===== config.mk =====
export PLATFORM = sky130hd
export DESIGN_NAME = ttx_acq
export DESIGN_NICKNAME = d
export VERILOG_FILES = /design/src/include/ttx_pkg.sv /design/src/logic/ttx_acq.sv
export VERILOG_INCLUDE_DIRS = /design/src /design/src/include
export SDC_FILE = /design/constraint.sdc
export NUM_CORES = 1
export LEC_CHECK = 0
export BUFFER_PORTS_ARGS = -buffer_cell sky130_fd_sc_hd__clkbuf_2
export CAP_MARGIN = 5
export CELL_PAD_IN_SITES_DETAIL_PLACEMENT = 2
export CELL_PAD_IN_SITES_GLOBAL_PLACEMENT = 2
export CORE_ASPECT_RATIO = 1.5
export CORE_UTILIZATION = 38
export DETAILED_ROUTE_END_ITERATION = 7
export PLACE_DENSITY = 0.79
export SLEW_MARGIN = 20
export SYNTH_ARGS = -nofsm -noshare
export SYNTH_HDL_FRONTEND = slang
export SYNTH_SLANG_ARGS = --single-unit

===== constraint.sdc =====
create_clock -name clk_in -period 4.3 [get_ports clk_in]
set_clock_uncertainty 0.15 [all_clocks]
set_input_delay 0.43 -clock clk_in [delete_from_list [all_inputs] [get_ports clk_in]]
set_output_delay 0.43 -clock clk_in [all_outputs]
set_load 0.02 [all_outputs]

===== src/include/ttx_defines.svh =====
`ifndef TTX_DEFINES_SVH
`define TTX_DEFINES_SVH
// ==========================================
// Packet geometry
`define TTX_DATA_525 6'd32
`define TTX_DATA_625 6'd40
`define TTX_TAB_COL 6'd32
`define TTX_TAB_BYTES 6'd8
`define TTX_PKT_TAB_LAST 5'd23
`define TTX_PKT_ROLL_LAST 5'd3
`define TTX_PKT_X24 5'd24
`define TTX_PKT_X26 5'd26
`define TTX_PKT_X27 5'd27
`define TTX_PKT_X30 5'd30
`define TTX_MAG_BSD_525 4'd4
`define TTX_MAG_BSD_625 4'd8
`define TTX_BSD_BYTES 6'd20
`define TTX_STAT_HALF 6'd12
`define TTX_STAT_LEN 6'd20
`define TTX_TRIP_LAST_525 6'd30
`define TTX_TRIP_LAST_625 6'd39
// ==========================================
// Memory placement
`define TTX_ROW24 5'd24
`define TTX_EXT_ROW_X24 5'd0
`define TTX_EXT_ROW_BSD 5'd2
`define TTX_EXT_ROW_STAT 5'd3
`define TTX_EXT_ROW_LINKS 5'd4
// ==========================================
// Standard detection and buffering
`define TTX_DET_FIELDS 4'd8
`define TTX_FIFO_WIDTH 10
`define TTX_FIFO_DEPTH 16
`endif


===== src/include/ttx_pkg.sv =====
package ttx_pkg;
   typedef enum logic [0:0] {ST_IDLE, ST_DATA} ttx_state_e;
   typedef enum logic [2:0] {K_SKIP, K_ROW, K_TAB, K_X24, K_X124, K_X26, K_X27, K_X30} ttx_kind_e;
   typedef struct packed {
      ttx_state_e st;
      ttx_kind_e kind;
      logic [3:0] mag;
      logic tab;
      logic [4:0] pnum;
      logic pok;
      logic rok;
      logic [5:0] idx;
      logic [4:0] dc;
      logic [15:0] tacc;
      logic auto525;
      logic decided;
      logic [3:0] miss;
      logic seen;
      logic [1:0] force_prev;
      logic hi_det;
      logic lo_det;
      logic link_flag;
      logic we;
      logic ext;
      logic [4:0] row;
      logic [5:0] col;
      logic [7:0] data;
      logic tv;
      logic [4:0] tdc;
      logic [17:0] tdata;
      logic t625;
      logic s525;
   } ttx_acq_s;
endpackage : ttx_pkg


===== src/logic/ttx_acq.sv =====
`timescale 1ns/1ns
`default_nettype none
`include "ttx_defines.svh"

// ==========================================
// Word FIFO between slicer and acquisition
module ttx_fifo #(
   parameter int WIDTH = `TTX_FIFO_WIDTH,
   parameter int DEPTH = `TTX_FIFO_DEPTH
) (
   input wire logic clk_in,               // System clock
   input wire logic sys_rst_in,           // Synchronous reset
   input wire logic in_valid_in,          // Write request
   input wire logic [WIDTH-1:0] in_data_in, // Write word
   output logic in_ready_out,             // Room for a word
   output logic out_valid_out,            // Word available
   output logic [WIDTH-1:0] out_data_out, // Head word
   input wire logic out_ready_in          // Head consumed
);
   localparam int AW = $clog2(DEPTH);
   typedef struct packed {
      logic [AW-1:0] wp;
      logic [AW-1:0] rp;
      logic [AW:0] cnt;
      logic rdy;
   } ttx_fifo_s;
   ttx_fifo_s s, n;
   logic [WIDTH-1:0] mem [DEPTH];
   logic push, pop;

   assign out_valid_out = (s.cnt != '0);
   assign out_data_out = mem[s.rp];
   assign in_ready_out = s.rdy;

   always_comb begin
      n = s;
      push = in_valid_in && s.rdy;
      pop = out_valid_out && out_ready_in;
      if (push) begin
         n.wp = s.wp + 1'b1;
      end
      if (pop) begin
         n.rp = s.rp + 1'b1;
      end
      n.cnt = s.cnt + {{AW{1'b0}}, push} - {{AW{1'b0}}, pop};
      // Ready is registered so the slicer sees a flop, one slot of slack is lost
      n.rdy = (n.cnt < (AW+1)'(DEPTH - 1));
   end

   always_ff @(posedge clk_in) begin
      if (sys_rst_in) begin
         s <= '0;
      end else begin
         s <= n;
      end
   end

   always_ff @(posedge clk_in) begin
      if (push) begin
         mem[s.wp] <= in_data_in;
      end
   end
endmodule : ttx_fifo

// ==========================================
// Acquisition
module ttx_acq (
   input wire logic clk_in,                     // 20 MHz system clock
   input wire logic sys_rst_in,                 // Synchronous reset, high
   input wire logic byte_valid_in,              // Slicer word valid
   input wire logic byte_first_in,              // Word is the packet address byte
   input wire logic byte_page_ok_in,            // Packet belongs to a requested page
   input wire logic [7:0] byte_in,              // Slicer byte
   output logic byte_ready_out,                 // FIFO can take a word
   input wire logic field_start_in,             // Field start pulse
   input wire logic mem_wait_in,                // Page memory busy, stalls draining
   input wire logic force_select_hi_in,         // Force select high bit
   input wire logic force_select_lo_in,         // Force select low bit
   input wire logic row24_location_select_in,   // Packet 24 placement
   input wire logic raw_byte_mode_in,           // Write bytes unchecked
   input wire logic [1:0] page_check_in,        // Page-request error check bits
   input wire logic parallel_mag_in,            // Parallel magazine mode
   input wire logic [3:0] mag_select_in,        // Requested magazine
   input wire logic link_flag_clear_in,         // Software writes zero to link flag
   output logic mem_we_out,                     // Page memory write strobe
   output logic mem_ext_out,                    // Extension packet memory
   output logic [4:0] mem_row_out,              // Memory row
   output logic [5:0] mem_col_out,              // Memory column
   output logic [7:0] mem_data_out,             // Memory data
   output logic trip_valid_out,                 // Packet 26 triplet strobe
   output logic [4:0] trip_dc_out,              // Packet 26 designation code
   output logic [17:0] trip_data_out,           // Triplet data bits
   output logic timing_625_out,                 // 625-line timing selected
   output logic std_525_out,                    // 525-line teletext standard
   output logic std_high_line_detected_out,     // 625-line text decided
   output logic std_low_line_detected_out,      // 525-line text decided
   output logic link_detected_out               // Page-link packet seen
);
   ttx_pkg::ttx_acq_s s, n;
   logic f_valid;
   logic [`TTX_FIFO_WIDTH-1:0] f_word;
   logic f_ready;

   // Byte 8/4 Hamming: data in odd bit positions, bit 7 set marks a parity failure
   function automatic logic [7:0] ham84(input logic [7:0] b);
      ham84 = {~(^b), 3'h0, b[7], b[5], b[3], b[1]};
   endfunction : ham84

   // Returns write enable and the byte to store
   function automatic logic [8:0] chk(input logic [7:0] b, input logic raw, input logic [1:0] pc);
      if (raw) begin
         chk = {1'b1, b};
      end else if (pc == 2'h0) begin
         chk = {1'b1, 1'b0, b[6:0]};
      end else begin
         chk = {^b, 1'b0, b[6:0]};
      end
   endfunction : chk

   function automatic logic [17:0] trip18(input logic [23:0] t);
      trip18 = {t[23:17], t[15:9], t[7:5], t[3]};
   endfunction : trip18

   ttx_fifo #(
      .WIDTH(`TTX_FIFO_WIDTH),
      .DEPTH(`TTX_FIFO_DEPTH)
   ) u_fifo (
      .clk_in(clk_in),
      .sys_rst_in(sys_rst_in),
      .in_valid_in(byte_valid_in),
      .in_data_in({byte_first_in, byte_page_ok_in, byte_in}),
      .in_ready_out(byte_ready_out),
      .out_valid_out(f_valid),
      .out_data_out(f_word),
      .out_ready_in(f_ready)
   );

   // Draining stops while the page memory is busy, so back-pressure reaches the slicer
   assign f_ready = !mem_wait_in;

   assign mem_we_out = s.we;
   assign mem_ext_out = s.ext;
   assign mem_row_out = s.row;
   assign mem_col_out = s.col;
   assign mem_data_out = s.data;
   assign trip_valid_out = s.tv;
   assign trip_dc_out = s.tdc;
   assign trip_data_out = s.tdata;
   assign timing_625_out = s.t625;
   assign std_525_out = s.s525;
   assign std_high_line_detected_out = s.hi_det;
   assign std_low_line_detected_out = s.lo_det;
   assign link_detected_out = s.link_flag;

   always_comb begin
      logic [7:0] b;
      logic [8:0] ck;
      logic [7:0] hm;
      logic [5:0] lim;
      logic [1:0] frc;
      n = s;
      b = f_word[7:0];
      ck = chk(b, raw_byte_mode_in, page_check_in);
      hm = ham84(b);
      lim = s.s525 ? `TTX_DATA_525 : `TTX_DATA_625;
      frc = {force_select_hi_in, force_select_lo_in};
      n.we = 1'b0;
      n.tv = 1'b0;
      n.force_prev = frc;

      // ==========================================
      // Standard selection and detection
      if (field_start_in) begin
         n.seen = 1'b0;
         if (s.seen) begin
            n.decided = 1'b1;
            n.miss = 4'h0;
         end else if (s.miss == `TTX_DET_FIELDS - 4'd1) begin
            n.auto525 = !s.auto525;
            n.decided = 1'b0;
            n.miss = 4'h0;
         end else begin
            n.miss = s.miss + 4'd1;
         end
      end
      if (frc != s.force_prev) begin
         n.decided = 1'b0;
         n.miss = 4'h0;
      end
      case (frc)
         2'b01: begin
            n.t625 = 1'b0;
            n.s525 = 1'b1;
         end
         2'b10: begin
            n.t625 = 1'b1;
            n.s525 = 1'b0;
         end
         2'b11: begin
            n.t625 = 1'b1;
            n.s525 = 1'b1;
         end
         default: begin
            n.t625 = !s.auto525;
            n.s525 = s.auto525;
         end
      endcase
      // Forced settings count as a decision so software sees the chosen standard
      if (frc != 2'b00) begin
         n.hi_det = !n.s525;
         n.lo_det = n.s525;
      end else begin
         n.hi_det = n.decided && !n.s525;
         n.lo_det = n.decided && n.s525;
      end

      if (link_flag_clear_in) begin
         n.link_flag = 1'b0;
      end

      // ==========================================
      // Packet processing
      if (f_valid && f_ready) begin
         if (f_word[9]) begin
            n.seen = 1'b1;
            n.st = ttx_pkg::ST_DATA;
            n.idx = 6'h0;
            n.pok = f_word[8];
            n.pnum = b[4:0];
            if (s.s525) begin
               n.tab = b[7];
               n.mag = (b[6:5] == 2'h0) ? `TTX_MAG_BSD_525 : {2'h0, b[6:5]};
            end else begin
               n.tab = 1'b0;
               n.mag = (b[7:5] == 3'h0) ? `TTX_MAG_BSD_625 : {1'b0, b[7:5]};
            end
            n.rok = !parallel_mag_in || (n.mag == mag_select_in);
            if (n.pnum == 5'h0) begin
               n.kind = ttx_pkg::K_SKIP;
            end else if (n.pnum <= `TTX_PKT_TAB_LAST) begin
               n.kind = n.tab ? ttx_pkg::K_TAB : ttx_pkg::K_ROW;
            end else if (n.pnum == `TTX_PKT_X24) begin
               n.kind = n.tab ? ttx_pkg::K_X124 : ttx_pkg::K_X24;
            end else if (n.pnum == `TTX_PKT_X26) begin
               n.kind = ttx_pkg::K_X26;
            end else if (n.pnum == `TTX_PKT_X27) begin
               n.kind = n.tab ? ttx_pkg::K_SKIP : ttx_pkg::K_X27;
            end else if (n.pnum == `TTX_PKT_X30
                         && n.mag == (s.s525 ? `TTX_MAG_BSD_525 : `TTX_MAG_BSD_625)) begin
               n.kind = ttx_pkg::K_X30;
            end else begin
               n.kind = ttx_pkg::K_SKIP;
            end
         end else if (s.st == ttx_pkg::ST_DATA && s.idx < lim) begin
            n.idx = s.idx + 6'd1;
            n.data = ck[7:0];
            case (s.kind)
               ttx_pkg::K_ROW: begin
                  n.we = s.pok && ck[8];
                  n.ext = 1'b0;
                  n.row = s.pnum;
                  n.col = s.idx;
               end
               ttx_pkg::K_TAB: begin
                  n.ext = 1'b0;
                  n.row = {s.pnum[4:2], 2'b00} + {3'h0, s.idx[4:3]};
                  n.col = `TTX_TAB_COL + {3'h0, s.idx[2:0]};
                  // Row 0 columns 32..39 are the rolling time, taken from any page, in parallel magazine mode only of mag_select_in
                  n.we = ck[8] && ((n.row == 5'h0) ? s.rok : s.pok);
               end
               ttx_pkg::K_X24, ttx_pkg::K_X124: begin
                  n.we = s.pok && ck[8] && (s.kind == ttx_pkg::K_X24 || s.idx < `TTX_TAB_BYTES);
                  n.ext = !row24_location_select_in;
                  n.row = row24_location_select_in ? `TTX_ROW24 : `TTX_EXT_ROW_X24;
                  n.col = (s.kind == ttx_pkg::K_X124) ? `TTX_TAB_COL + s.idx : s.idx;
               end
               ttx_pkg::K_X27: begin
                  if (s.idx == 6'h0) begin
                     if (hm != 8'h0) begin
                        n.kind = ttx_pkg::K_SKIP;
                     end else begin
                        n.link_flag = 1'b1;
                     end
                  end else begin
                     n.we = s.pok;
                     n.ext = 1'b1;
                     n.row = `TTX_EXT_ROW_LINKS;
                     n.col = s.idx - 6'd1;
                     n.data = hm;
                  end
               end
               ttx_pkg::K_X30: begin
                  n.we = 1'b1;
                  n.ext = 1'b1;
                  if (s.idx < `TTX_BSD_BYTES) begin
                     n.row = `TTX_EXT_ROW_BSD;
                     n.col = s.idx;
                     n.data = hm;
                  end else begin
                     n.row = `TTX_EXT_ROW_STAT;
                     n.col = s.idx - `TTX_BSD_BYTES + (s.tab ? `TTX_STAT_HALF : 6'h0);
                     n.data = b;
                     // Two halves give 24 bytes at 525 lines (625 has one half of 20) but the message has 20 places; the 525 tail is dropped
                     n.we = (n.col < `TTX_STAT_LEN);
                  end
               end
               ttx_pkg::K_X26: begin
                  if (s.idx == 6'h0) begin
                     n.dc = {s.tab, hm[3:0]};
                  end else if (s.idx <= (s.s525 ? `TTX_TRIP_LAST_525 : `TTX_TRIP_LAST_625)) begin
                     n.tacc = {b, s.tacc[15:8]};
                     if ((s.idx % 6'd3) == 6'h0) begin
                        n.tv = s.pok;
                        n.tdc = s.dc;
                        n.tdata = trip18({b, s.tacc});
                     end
                  end
               end
               default: begin
                  n.we = 1'b0;
               end
            endcase
         end
      end
   end

   always_ff @(posedge clk_in) begin
      if (sys_rst_in) begin
         s <= '0;
      end else begin
         s <= n;
      end
   end
endmodule : ttx_acq
`default_nettype wire


==> flow_metrics.tcl, run 1 <==
set metrics [dict create \
    grt_overflow 0 \
    setup.worst_path.start_class "register" \
    cts_tree "built" \
    max_cap_viol_count 0 \
    period_share_pct 94.9 \
    fin_util_pct 44.0 \
    die_area_um2 34000 \
    antenna_cells 0 \
    wirelength_um 37200 \
    max_clock_freq_mhz 245 \
    root_buffer "clkbuf_16" \
    setup_viol 0 \
    place_area_um2 13400 \
    gp_congestion 0.847 \
    p_seq_share_pct 42.2 \
    rows 81 \
    grt_pass1_wl_um 57300 \
    drtIter0Drc 370 \
    reg2reg_depth 14 \
    grt_pass1_vias 9681 \
    dr_total_vias 8680 \
    die_h_um 225 \
    worstReg2RegStart "s[85]" \
    syn-num-nets 1108 \
    grt_max_degree 96 \
    post-cts-setup-buffers 0 \
    cp_data_arrival_time_ps 4390 \
    path_class "register to register" \
    finalNetCount 1172 \
    hp-start "row24_location_select_in" \
    ir_worst_vdd_uv 377 \
    drc 0 \
    hold_class "input port to register" \
    drtAntennaViolNets 0 \
    numCtsBuffers 28 \
    start_util_pct 38.7 \
    p_int_uw 4910 \
    maxSlewHeadroom_pct 27.1 \
    ys.flop_type "edfxtp_1" \
    synth_cell_type_count 77 \
    cpPeakStageDelay_ps 410 \
    dr.pass1.iters 4 \
    yosys_warnings 0 \
    chipWidth_um 151 \
    hpwlAfterDp_um 25800 \
    htreeDepth 1 \
    swShare_pct 30.2 \
    combinationalPowerShare_pct 22.7 \
    rsz0062_at_grt "no" \
    hold_depth 3 \
    path_cells "buf_4, ha_1, nand2_1, or2_0, a221o_1, a21oi_2, xnor2_1, ha_1, nand2_1, a2111oi_0, buf_4, a211o_2, nand4_1, a21oi_1" \
    outcome "completed" \
    setup_tns_ps 0 \
    layout_commonest_cell "edfxtp_1" \
    clockBufferDepth 3 \
    clk_pin_slew_worst_paths_ps 70 \
    r2r-end "trip_data_out[9]" \
    startpoint "s[85]" \
    holdPathEnd "mem_row_out[3]" \
    final_area_um2 14400 \
    end_kind "register" \
    wl_per_cell_um 24.1 \
    via_per_inst 5.64 \
    core_area_um2 32600 \
    clkPwrFrac_pct 35.2 \
    slowest_stage "a211o_2" \
    syn_inst 1040 \
    antenna_found_initial 0 \
    ys_seq_area_share_pct 55.7 \
    layout_common_cells "160 x edfxtp_1, 110 x dfxtp_1, 102 x nor2_1" \
    critical_path_required_ps 4610 \
    maxSlewViolCount 0 \
    io_pins 78 \
    cts.sinks 271 \
    ys_ff_latch 271 \
    p_per_area_nw_per_um2 489 \
    period_needed_ps 4080 \
    placement.io_buffers 77 \
    track_usage_pct 22.5 \
    netlist_area_um2 12600 \
    tightest_slew_ps 1090 \
    finalPower_uw 7030 \
    final_hold_viol_count 0 \
    power_leakage_uw 0.00500 \
    path_max_fanout 23 \
    synth-async-reset-ratio_pct 0 \
    power_switching_uw 2120 \
    drive_gt1_share_pct 23.2 \
    insertion_delay_ps 560 \
    area.growth.synth_to_final_pct 13.9 \
    synth-edff-count 160 \
    syn_avg_cell_area_um2 12.1 \
    ff2ff_setup_slack_ps 220 \
]
-- routing by layer --
metal  track usage (%)  share of wire (%)  up-vias  routed length [µm]
li1                  -                  -     3964                   -
met1              24.6                 38     4477               14000
met2              42.7                 56      162               20700
met3              3.00                3.2       77                1200
met4              9.10                3.6        0                1350
met5                 0                  0        -                   0
-- synth_stat cells, drive strengths merged, types with 5 or more instances --
cell type | n | share of area [%]
nand2b | 6 | 0.36
nand2 | 64 | 1.9
a21o | 6 | 0.36
buf | 66 | 3.8
o31ai | 25 | 2.3
mux4 | 42 | 7.5
o21a | 5 | 0.36
nand4 | 30 | 1.5
nor3 | 20 | 0.83
dfxtp | 111 | 18
nand3 | 20 | 0.79
inv | 36 | 1.1
nor3b | 5 | 0.30
clkbuf | 39 | 1.2
a211oi | 14 | 0.83
a22oi | 12 | 0.71
ha | 39 | 3.9
nor4 | 6 | 0.30
a311oi | 8 | 0.56
xor2 | 6 | 0.42
o21ai | 26 | 1.1
a21oi | 73 | 2.9
edfxtp | 160 | 38
mux2i | 32 | 2.5
xnor2 | 15 | 1.0
nor2 | 102 | 3.0
nor2b | 11 | 0.55
-- metrics by stage --
step	hold WS (ps)	setup slack [ps]	instances
2_1_floorplan	282	71.0	1040
3_5_place_dp	312	66.6	1486
4_1_cts	77.9	254	1540
3_3_place_gp	291	317	1486
6_report	107	220	1540
5_1_grt	129	2.75	1540
-- power by group through the flow --
stage	logic [µW]	registers, µW	clock network [µW]
2_1_floorplan	1140	2940	0
3_3_place_gp	1530	3010	0
3_5_place_dp	1590	3020	0
4_1_cts	1620	2960	2530
5_1_grt	1730	2970	2610
6_report	1590	2960	2470
-- what timing repair did --
action / CTS / global route
hold endpoints to repair: 3 / 0
hold buffers: 3 / 0
setup endpoints to repair: 3 / 0
resized for setup: 1 / 0
-- state kept, by name (all words and copies together), names as in the netlist, named ones only --
name                        cells
trip_valid_out                  1
std_525_out                     1
std_low_line_detected_out       1
mem_data_out                    8
std_high_line_detected_out      1
mem_ext_out                     1
mem_row_out                     5
trip_dc_out                     5
u_fifo.mem                    160
mem_we_out                      1
s                              43
u_fifo.in_ready_out             1
link_detected_out               1
mem_col_out                     6
trip_data_out                  18
u_fifo.s                       13
timing_625_out                  1
-- cells by family (layout without fill, tap and decap cells) --
logic type / count (synthesis) / after routing / share of synthesized area, %
adder cells (fa/ha/maj): 41 / 41 / 4.18
XOR/XNOR: 22 / 22 / 1.64
AO/OA/AOI/OAI: 205 / 205 / 11.5
flip-flops: 271 / 271 / 55.7
buffers and inverters: 142 / 227 / 6.08
AND/OR/NAND/NOR: 285 / 285 / 10.9
multiplexers: 74 / 74 / 10.0
-- critical path, delay by kind of cell (launching register included) --
family | cells | cell delay [ps]
AO/OA/AOI/OAI | 5 | 1540
XOR/XNOR | 1 | 140
adder cells (fa/ha/maj) | 2 | 660
buffers and inverters | 2 | 410
flip-flops | 1 | 350
AND/OR/NAND/NOR | 4 | 720
-- layout make-up --
| class | instances | area [µm²] |
|---|---|---|
| clock inverters | 21 | 211 |
| fillers | 3259 | 18300 |
| well taps | 415 | 519 |
| repair buffers | 139 | 898 |
| clock buffers | 30 | 729 |
| inverters | 37 | 139 |
| multi-input cells | 627 | 4840 |
| flip-flops and latches | 271 | 7030 |
-- worst max-delay path by stage --
stage	endpoint	slack, ps	cells after the start
finish	trip_data_out[9]	220	14
global route	trip_data_out[13]	3	14
floorplan	trip_data_out[10]	70	16
detailed placement	trip_data_out[9]	70	14
global placement	trip_data_out[8]	320	14
CTS	trip_data_out[9]	250	14
No activity file was read; power rests on OpenSTA's default activity.
==> run 2: changes to the inputs <==
--- a/config.mk
+++ b/config.mk
@@ -11,9 +11,9 @@
 export CELL_PAD_IN_SITES_DETAIL_PLACEMENT = 2
 export CELL_PAD_IN_SITES_GLOBAL_PLACEMENT = 2
 export CORE_ASPECT_RATIO = 1.5
-export CORE_UTILIZATION = 38
+export CORE_UTILIZATION = 26
 export DETAILED_ROUTE_END_ITERATION = 7
-export PLACE_DENSITY = 0.79
+export PLACE_DENSITY = 0.59
 export SLEW_MARGIN = 20
 export SYNTH_ARGS = -nofsm -noshare
 export SYNTH_HDL_FRONTEND = slang
==> run 2 against run 1 <==
Compared with the run above:
- worst hold slack worse by 91 ps
- largest power group unchanged
- die area up 46%
- clock power rose by 3%
- critical endpoint is now trip_data_out[0]
==> flow_metrics.tcl, run 2 (synthesized netlist as in run 1, its figures left out) <==
set metrics [dict create \
    max_flop_register "u_fifo.mem" \
    io_pins 78 \
    clockBufferDepth 3 \
    critical_path_required_ps 4540 \
    layout_common_cells "160 x edfxtp_1, 110 x dfxtp_1, 98 x nor2_1" \
    maxSlewHeadroom_pct 35.7 \
    clkPwrFrac_pct 36.0 \
    cts_tree "built" \
    grt_pass1_wl_um 57400 \
    die_h_um 272 \
    clk_pin_slew_worst_paths_ps 60 \
    drtIter0Drc 289 \
    power_switching_uw 2050 \
    rows 98 \
    htreeDepth 1 \
    place_area_um2 13600 \
    cp_data_arrival_time_ps 4200 \
    swShare_pct 29.1 \
    path_class "register to register" \
    antenna_found_initial 1 \
    dr_total_vias 8514 \
    outcome "completed" \
    wl_per_cell_um 21.8 \
    grt_overflow 0 \
    n_fill_cell 5137 \
    layout_commonest_cell "edfxtp_1" \
    numCtsBuffers 28 \
    cpMostUsedCell "ha_1" \
    wirelength_um 37500 \
    drtAntennaViolNets 0 \
    max_cap_viol_count 0 \
    maxSlewViolCount 0 \
    ir_worst_vdd_uv 264 \
    p_seq_share_pct 41.7 \
    final_hold_viol_count 0 \
    fin_util_pct 30.4 \
    via_per_inst 4.96 \
    finalNetCount 1165 \
    cts.sinks 271 \
    setup_tns_ps 0 \
    cpLargestDelayFamily "compound AO/OA/AOI/OAI gates" \
    drc 0 \
    end_kind "register" \
    cpPeakStageDelay_ps 430 \
    hpwlAfterDp_um 26300 \
    area.growth.synth_to_final_pct 15.4 \
    p_int_uw 5010 \
    dr.pass1.iters 4 \
    core_area_um2 47800 \
    slowest_stage "ha_1" \
    path_cells "inv_1, ha_1, nor2b_1, or3_1, a21oi_1, ha_1, a21oi_2, xnor2_1, ha_1, nand2_1, a2111oi_0, buf_4, a211oi_4, buf_12, o31ai_1, a21oi_1" \
    p_per_area_nw_per_um2 485 \
    placement.io_buffers 77 \
    insertion_delay_ps 560 \
    root_buffer "clkbuf_16" \
    rsz0062_at_grt "no" \
    regArea_um2 7030 \
    combinationalPowerShare_pct 22.3 \
    grt_max_degree 85 \
    gp_congestion 0.761 \
    tightest_slew_ps 964 \
    setup_viol 0 \
    start_util_pct 26.4 \
    grt_pass1_vias 9268 \
    antenna_cells 0 \
    period_needed_ps 3960 \
    setup.worst_path.start_class "register" \
    path_max_fanout 24 \
    final_area_um2 14600 \
    die_area_um2 49400 \
    hold_class "input port to register" \
    hold_ws_ps 16.0 \
    drive_gt1_share_pct 22.3 \
    largest_reg_flops 160 \
    finalPower_uw 7060 \
    chipWidth_um 182 \
    power_leakage_uw 0.00498 \
    multi_input_area_um2 4860 \
    period_share_pct 92.1 \
    track_usage_pct 15.3 \
    cp_num_buf_inv 3 \
    max_clock_freq_mhz 252 \
]
==> run 2: changes by cell type in the layout (fill, tap and decap cells not counted), sizes merged <==
cell         before  now
clkinvlp          7    3
clkbuf          106  114
buf              60   54
dlygate4sd3       3    2
clkinv            8    6
bufinv            2    4
inv              41   37
==> run 2: path summary, 6_finish.rpt <==
check | start | slack (ps) | cells after the start | to
setup / recovery | s[85] | 340 | 16 | trip_data_out[0]
hold / removal | force_select_lo_in | 20 | 3 | std_525_out
setup reg to reg | s[85] | 340 | 16 | trip_data_out[0]
hold reg to reg | s[89] | 320 | 2 | s[89]
==> run 2: power by group through the flow <==
stage | sequential, µW | combinational (µW) | clock, µW
global placement | 3000 | 1580 | 0
floorplan | 2940 | 1140 | 0
detailed placement | 3000 | 1610 | 0
finish | 2940 | 1570 | 2540
CTS | 2950 | 1620 | 2620
global route | 2960 | 1740 | 2710
==> run 2: repair_timing <==
item                                   in CTS  in global routing
gates resized for setup                     0                  0
buffers inserted                            0                  0
hold buffers                                2                  0
endpoints found under the hold margin       6                  0
==> run 2: layer usage <==
metal / global-route usage, % / wire (µm) / vias to the layer above
li1: - / - / 3955
met2: 30.9 / 21500 / 110
met4: 5.11 / 1020 / 2
met5: 0 / 10 / -
met1: 16.2 / 14000 / 4391
met3: 1.76 / 1060 / 56
==> run 2: worst min-delay path, delay by kind of cell <==
kind,cells,cell delay [ps]
AO/OA/AOI/OAI,1,50
buffers and inverters,1,130
AND/OR/NAND/NOR,1,70
==> run 2: through the flow <==
stage | std cells | worst slack, ps
2_1_floorplan | 1040 | 71.0
3_3_place_gp | 1665 | 389
3_5_place_dp | 1665 | 267
4_1_cts | 1718 | 238
5_1_grt | 1718 | 52.1
6_report | 1718 | 338
==> run 2: cell type report <==
cell class	count	share of cell area [%]
flip-flops and latches	271	48.3
multi-input cells	627	33.4
repair buffers	132	5.71
clock buffers	38	5.35
well taps	600	5.16
clock inverters	13	1.15
inverters	37	0.954
==> run 3: changes to the inputs <==
--- a/config.mk
+++ b/config.mk
@@ -13,8 +13,7 @@
 export CORE_ASPECT_RATIO = 1.5
 export CORE_UTILIZATION = 26
 export DETAILED_ROUTE_END_ITERATION = 7
-export PLACE_DENSITY = 0.59
-export SLEW_MARGIN = 20
+export PLACE_DENSITY_LB_ADDON = 0.1
 export SYNTH_ARGS = -nofsm -noshare
 export SYNTH_HDL_FRONTEND = slang
 export SYNTH_SLANG_ARGS = --single-unit
==> run 3 against run 2 <==
Compared with the run above:
- via count shrank 1.5%
- core utilization is 0.29 points higher
- critical path depth shrank 4
- first-iteration DRC count increased by 9.7%
==> flow_metrics.tcl, run 3 (synthesized netlist as in run 1, its figures left out) <==
set metrics [dict create \
    outcome "completed" \
    end_kind "register" \
    grt_overflow 0 \
    drc 0 \
    path_cells "buf_4, mux4_2, a22oi_1, nand2_1, inv_1, ha_1, xnor2_1, xnor3_1, nand2_1, a31oi_1, a211oi_1, a32o_1" \
    insertion_delay_ps 590 \
    chipWidth_um 182 \
    slowest_stage "mux4_2" \
    drtIter0Drc 317 \
    wirelength_um 40100 \
    numCtsBuffers 30 \
    cpMostUsedCell "nand2_1" \
    root_buffer "clkbuf_16" \
    stdcell_count 1719 \
    reg2reg_depth 12 \
    via_per_inst 4.88 \
    grt_max_degree 86 \
    hold_class "input port to register" \
    tightest_slew_ps 1020 \
    htreeDepth 1 \
    clockBufferDepth 3 \
    cpPeakStageDelay_ps 540 \
    multi_input_area_um2 4920 \
    io_pins 78 \
    track_usage_pct 16.6 \
    setup_tns_ps 0 \
    max_cap_viol_count 0 \
    hold_ws_ps 46.4 \
    dr_total_vias 8383 \
    maxSlewHeadroom_pct 31.8 \
    finalNetCount 1162 \
    drive_gt1_share_pct 23.5 \
    holdPathEnd "s[50]" \
    r2r-end "s[99]" \
    critical_path_required_ps 4620 \
    cts.sinks 271 \
    maxSlewViolCount 0 \
    max_clock_freq_mhz 256 \
    area.growth.synth_to_final_pct 16.5 \
    post-cts-setup-buffers 0 \
    wl_per_cell_um 23.4 \
    ir_worst_vdd_uv 377 \
    drtAntennaViolNets 0 \
    hpwlAfterDp_um 27600 \
    die_h_um 272 \
    n_fill_cell 5123 \
    layout_common_cells "160 x edfxtp_1, 110 x dfxtp_1, 94 x nor2_1" \
    gp_congestion 0.749 \
    period_needed_ps 3910 \
    setup_viol 0 \
    antenna_found_initial 2 \
    path_class "register to register" \
    p_per_area_nw_per_um2 502 \
    largest_reg_flops 160 \
    grt_pass1_wl_um 61100 \
    rows 98 \
    dr.pass1.iters 4 \
    cp_data_arrival_time_ps 4230 \
    rsz0062_at_grt "no" \
    start_util_pct 26.4 \
    setup.worst_path.start_class "register" \
    max_flop_register "u_fifo.mem" \
    hp-start "force_select_lo_in" \
    clk_pin_slew_worst_paths_ps 70 \
    core_area_um2 47800 \
    ff2ff_setup_slack_ps 390 \
    die_area_um2 49400 \
    layout_commonest_cell "edfxtp_1" \
    period_share_pct 91.0 \
    regArea_um2 7030 \
    cts_tree "built" \
    hold_depth 3 \
    power_leakage_uw 0.00499 \
    grt_pass1_vias 9453 \
    dp_cells 1659 \
    path_max_fanout 14 \
    final_hold_viol_count 0 \
    placement.io_buffers 77 \
]
run 3: changes by cell type in the layout (fill, tap and decap cells not counted), moves of 3 or more:
cell	delta
nor2_1	-4
buf_4	-6
nor3_1	-4
clkbuf_1	-4
nor3_4	+4
nor2_2	+4
clkinvlp_4	+3
run 3: worst max-delay path: cells and delay by family (launching register included):
family	cells	cell delay (ps)
simple gates	2	310
fa+ha+maj	1	250
mux	1	540
xor+xnor	2	500
flops	1	490
compound gates	4	1000
buf+inv	2	530
run 3: layout make-up:
type	instances	share of cell area, %
flip-flops and latches	271	47.8
multi-input cells	627	33.5
repair buffers	127	5.41
clock buffers	33	5.18
well taps	600	5.11
clock inverters	22	2.03
inverters	37	0.945
diodes	2	0.0341
run 3: where the power goes:
group          internal (µW)  total [µW]  switching (µW)
sequential              2840        2920            82.6
clock                   1650        2810            1160
combinational            677        1650             972
total                   5170        7380            2210
run 3: worst max path at each step:
| stage | startpoint | end | slack (ps) | cells past startpoint |
|---|---|---|---|---|
| after detailed placement | s[85] | trip_data_out[17] | 190 | 15 |
| after floorplan | s[84] | trip_data_out[10] | 70 | 16 |
| after global placement | s[85] | trip_data_out[17] | 260 | 15 |
| after global routing | register | s[99] | 30 | 12 |
| final | register | s[99] | 390 | 12 |
| after CTS | s[85] | trip_data_out[17] | 150 | 15 |
run 3: metrics by stage:
stage | total power (µW) | area [µm²] | util [%] | setup WS [ps]
after floorplan | 4080 | 12600 | - | 71.0
after global placement | 4680 | 13600 | 28.4 | 256
after global routing | 7770 | 14700 | 30.7 | 33.0
after detailed placement | 4690 | 13600 | 28.4 | 193
after CTS | 7560 | 14700 | 30.7 | 147
final | 7380 | 14700 | 30.7 | 388
run 3: layer usage:
metal,vias up,GRT usage (%),wire length (µm)
met1,4269,17.6,15200
met5,-,0,0
met2,104,33.5,22900
met4,0,5.29,1030
li1,3959,-,-
met3,51,1.93,961
run 3: repair_timing:
action | CTS | global route
gates resized for setup | 0 | 4
endpoints found under the hold margin | 11 | 0
endpoints found under the setup margin | 0 | 24
hold buffers | 3 | 0
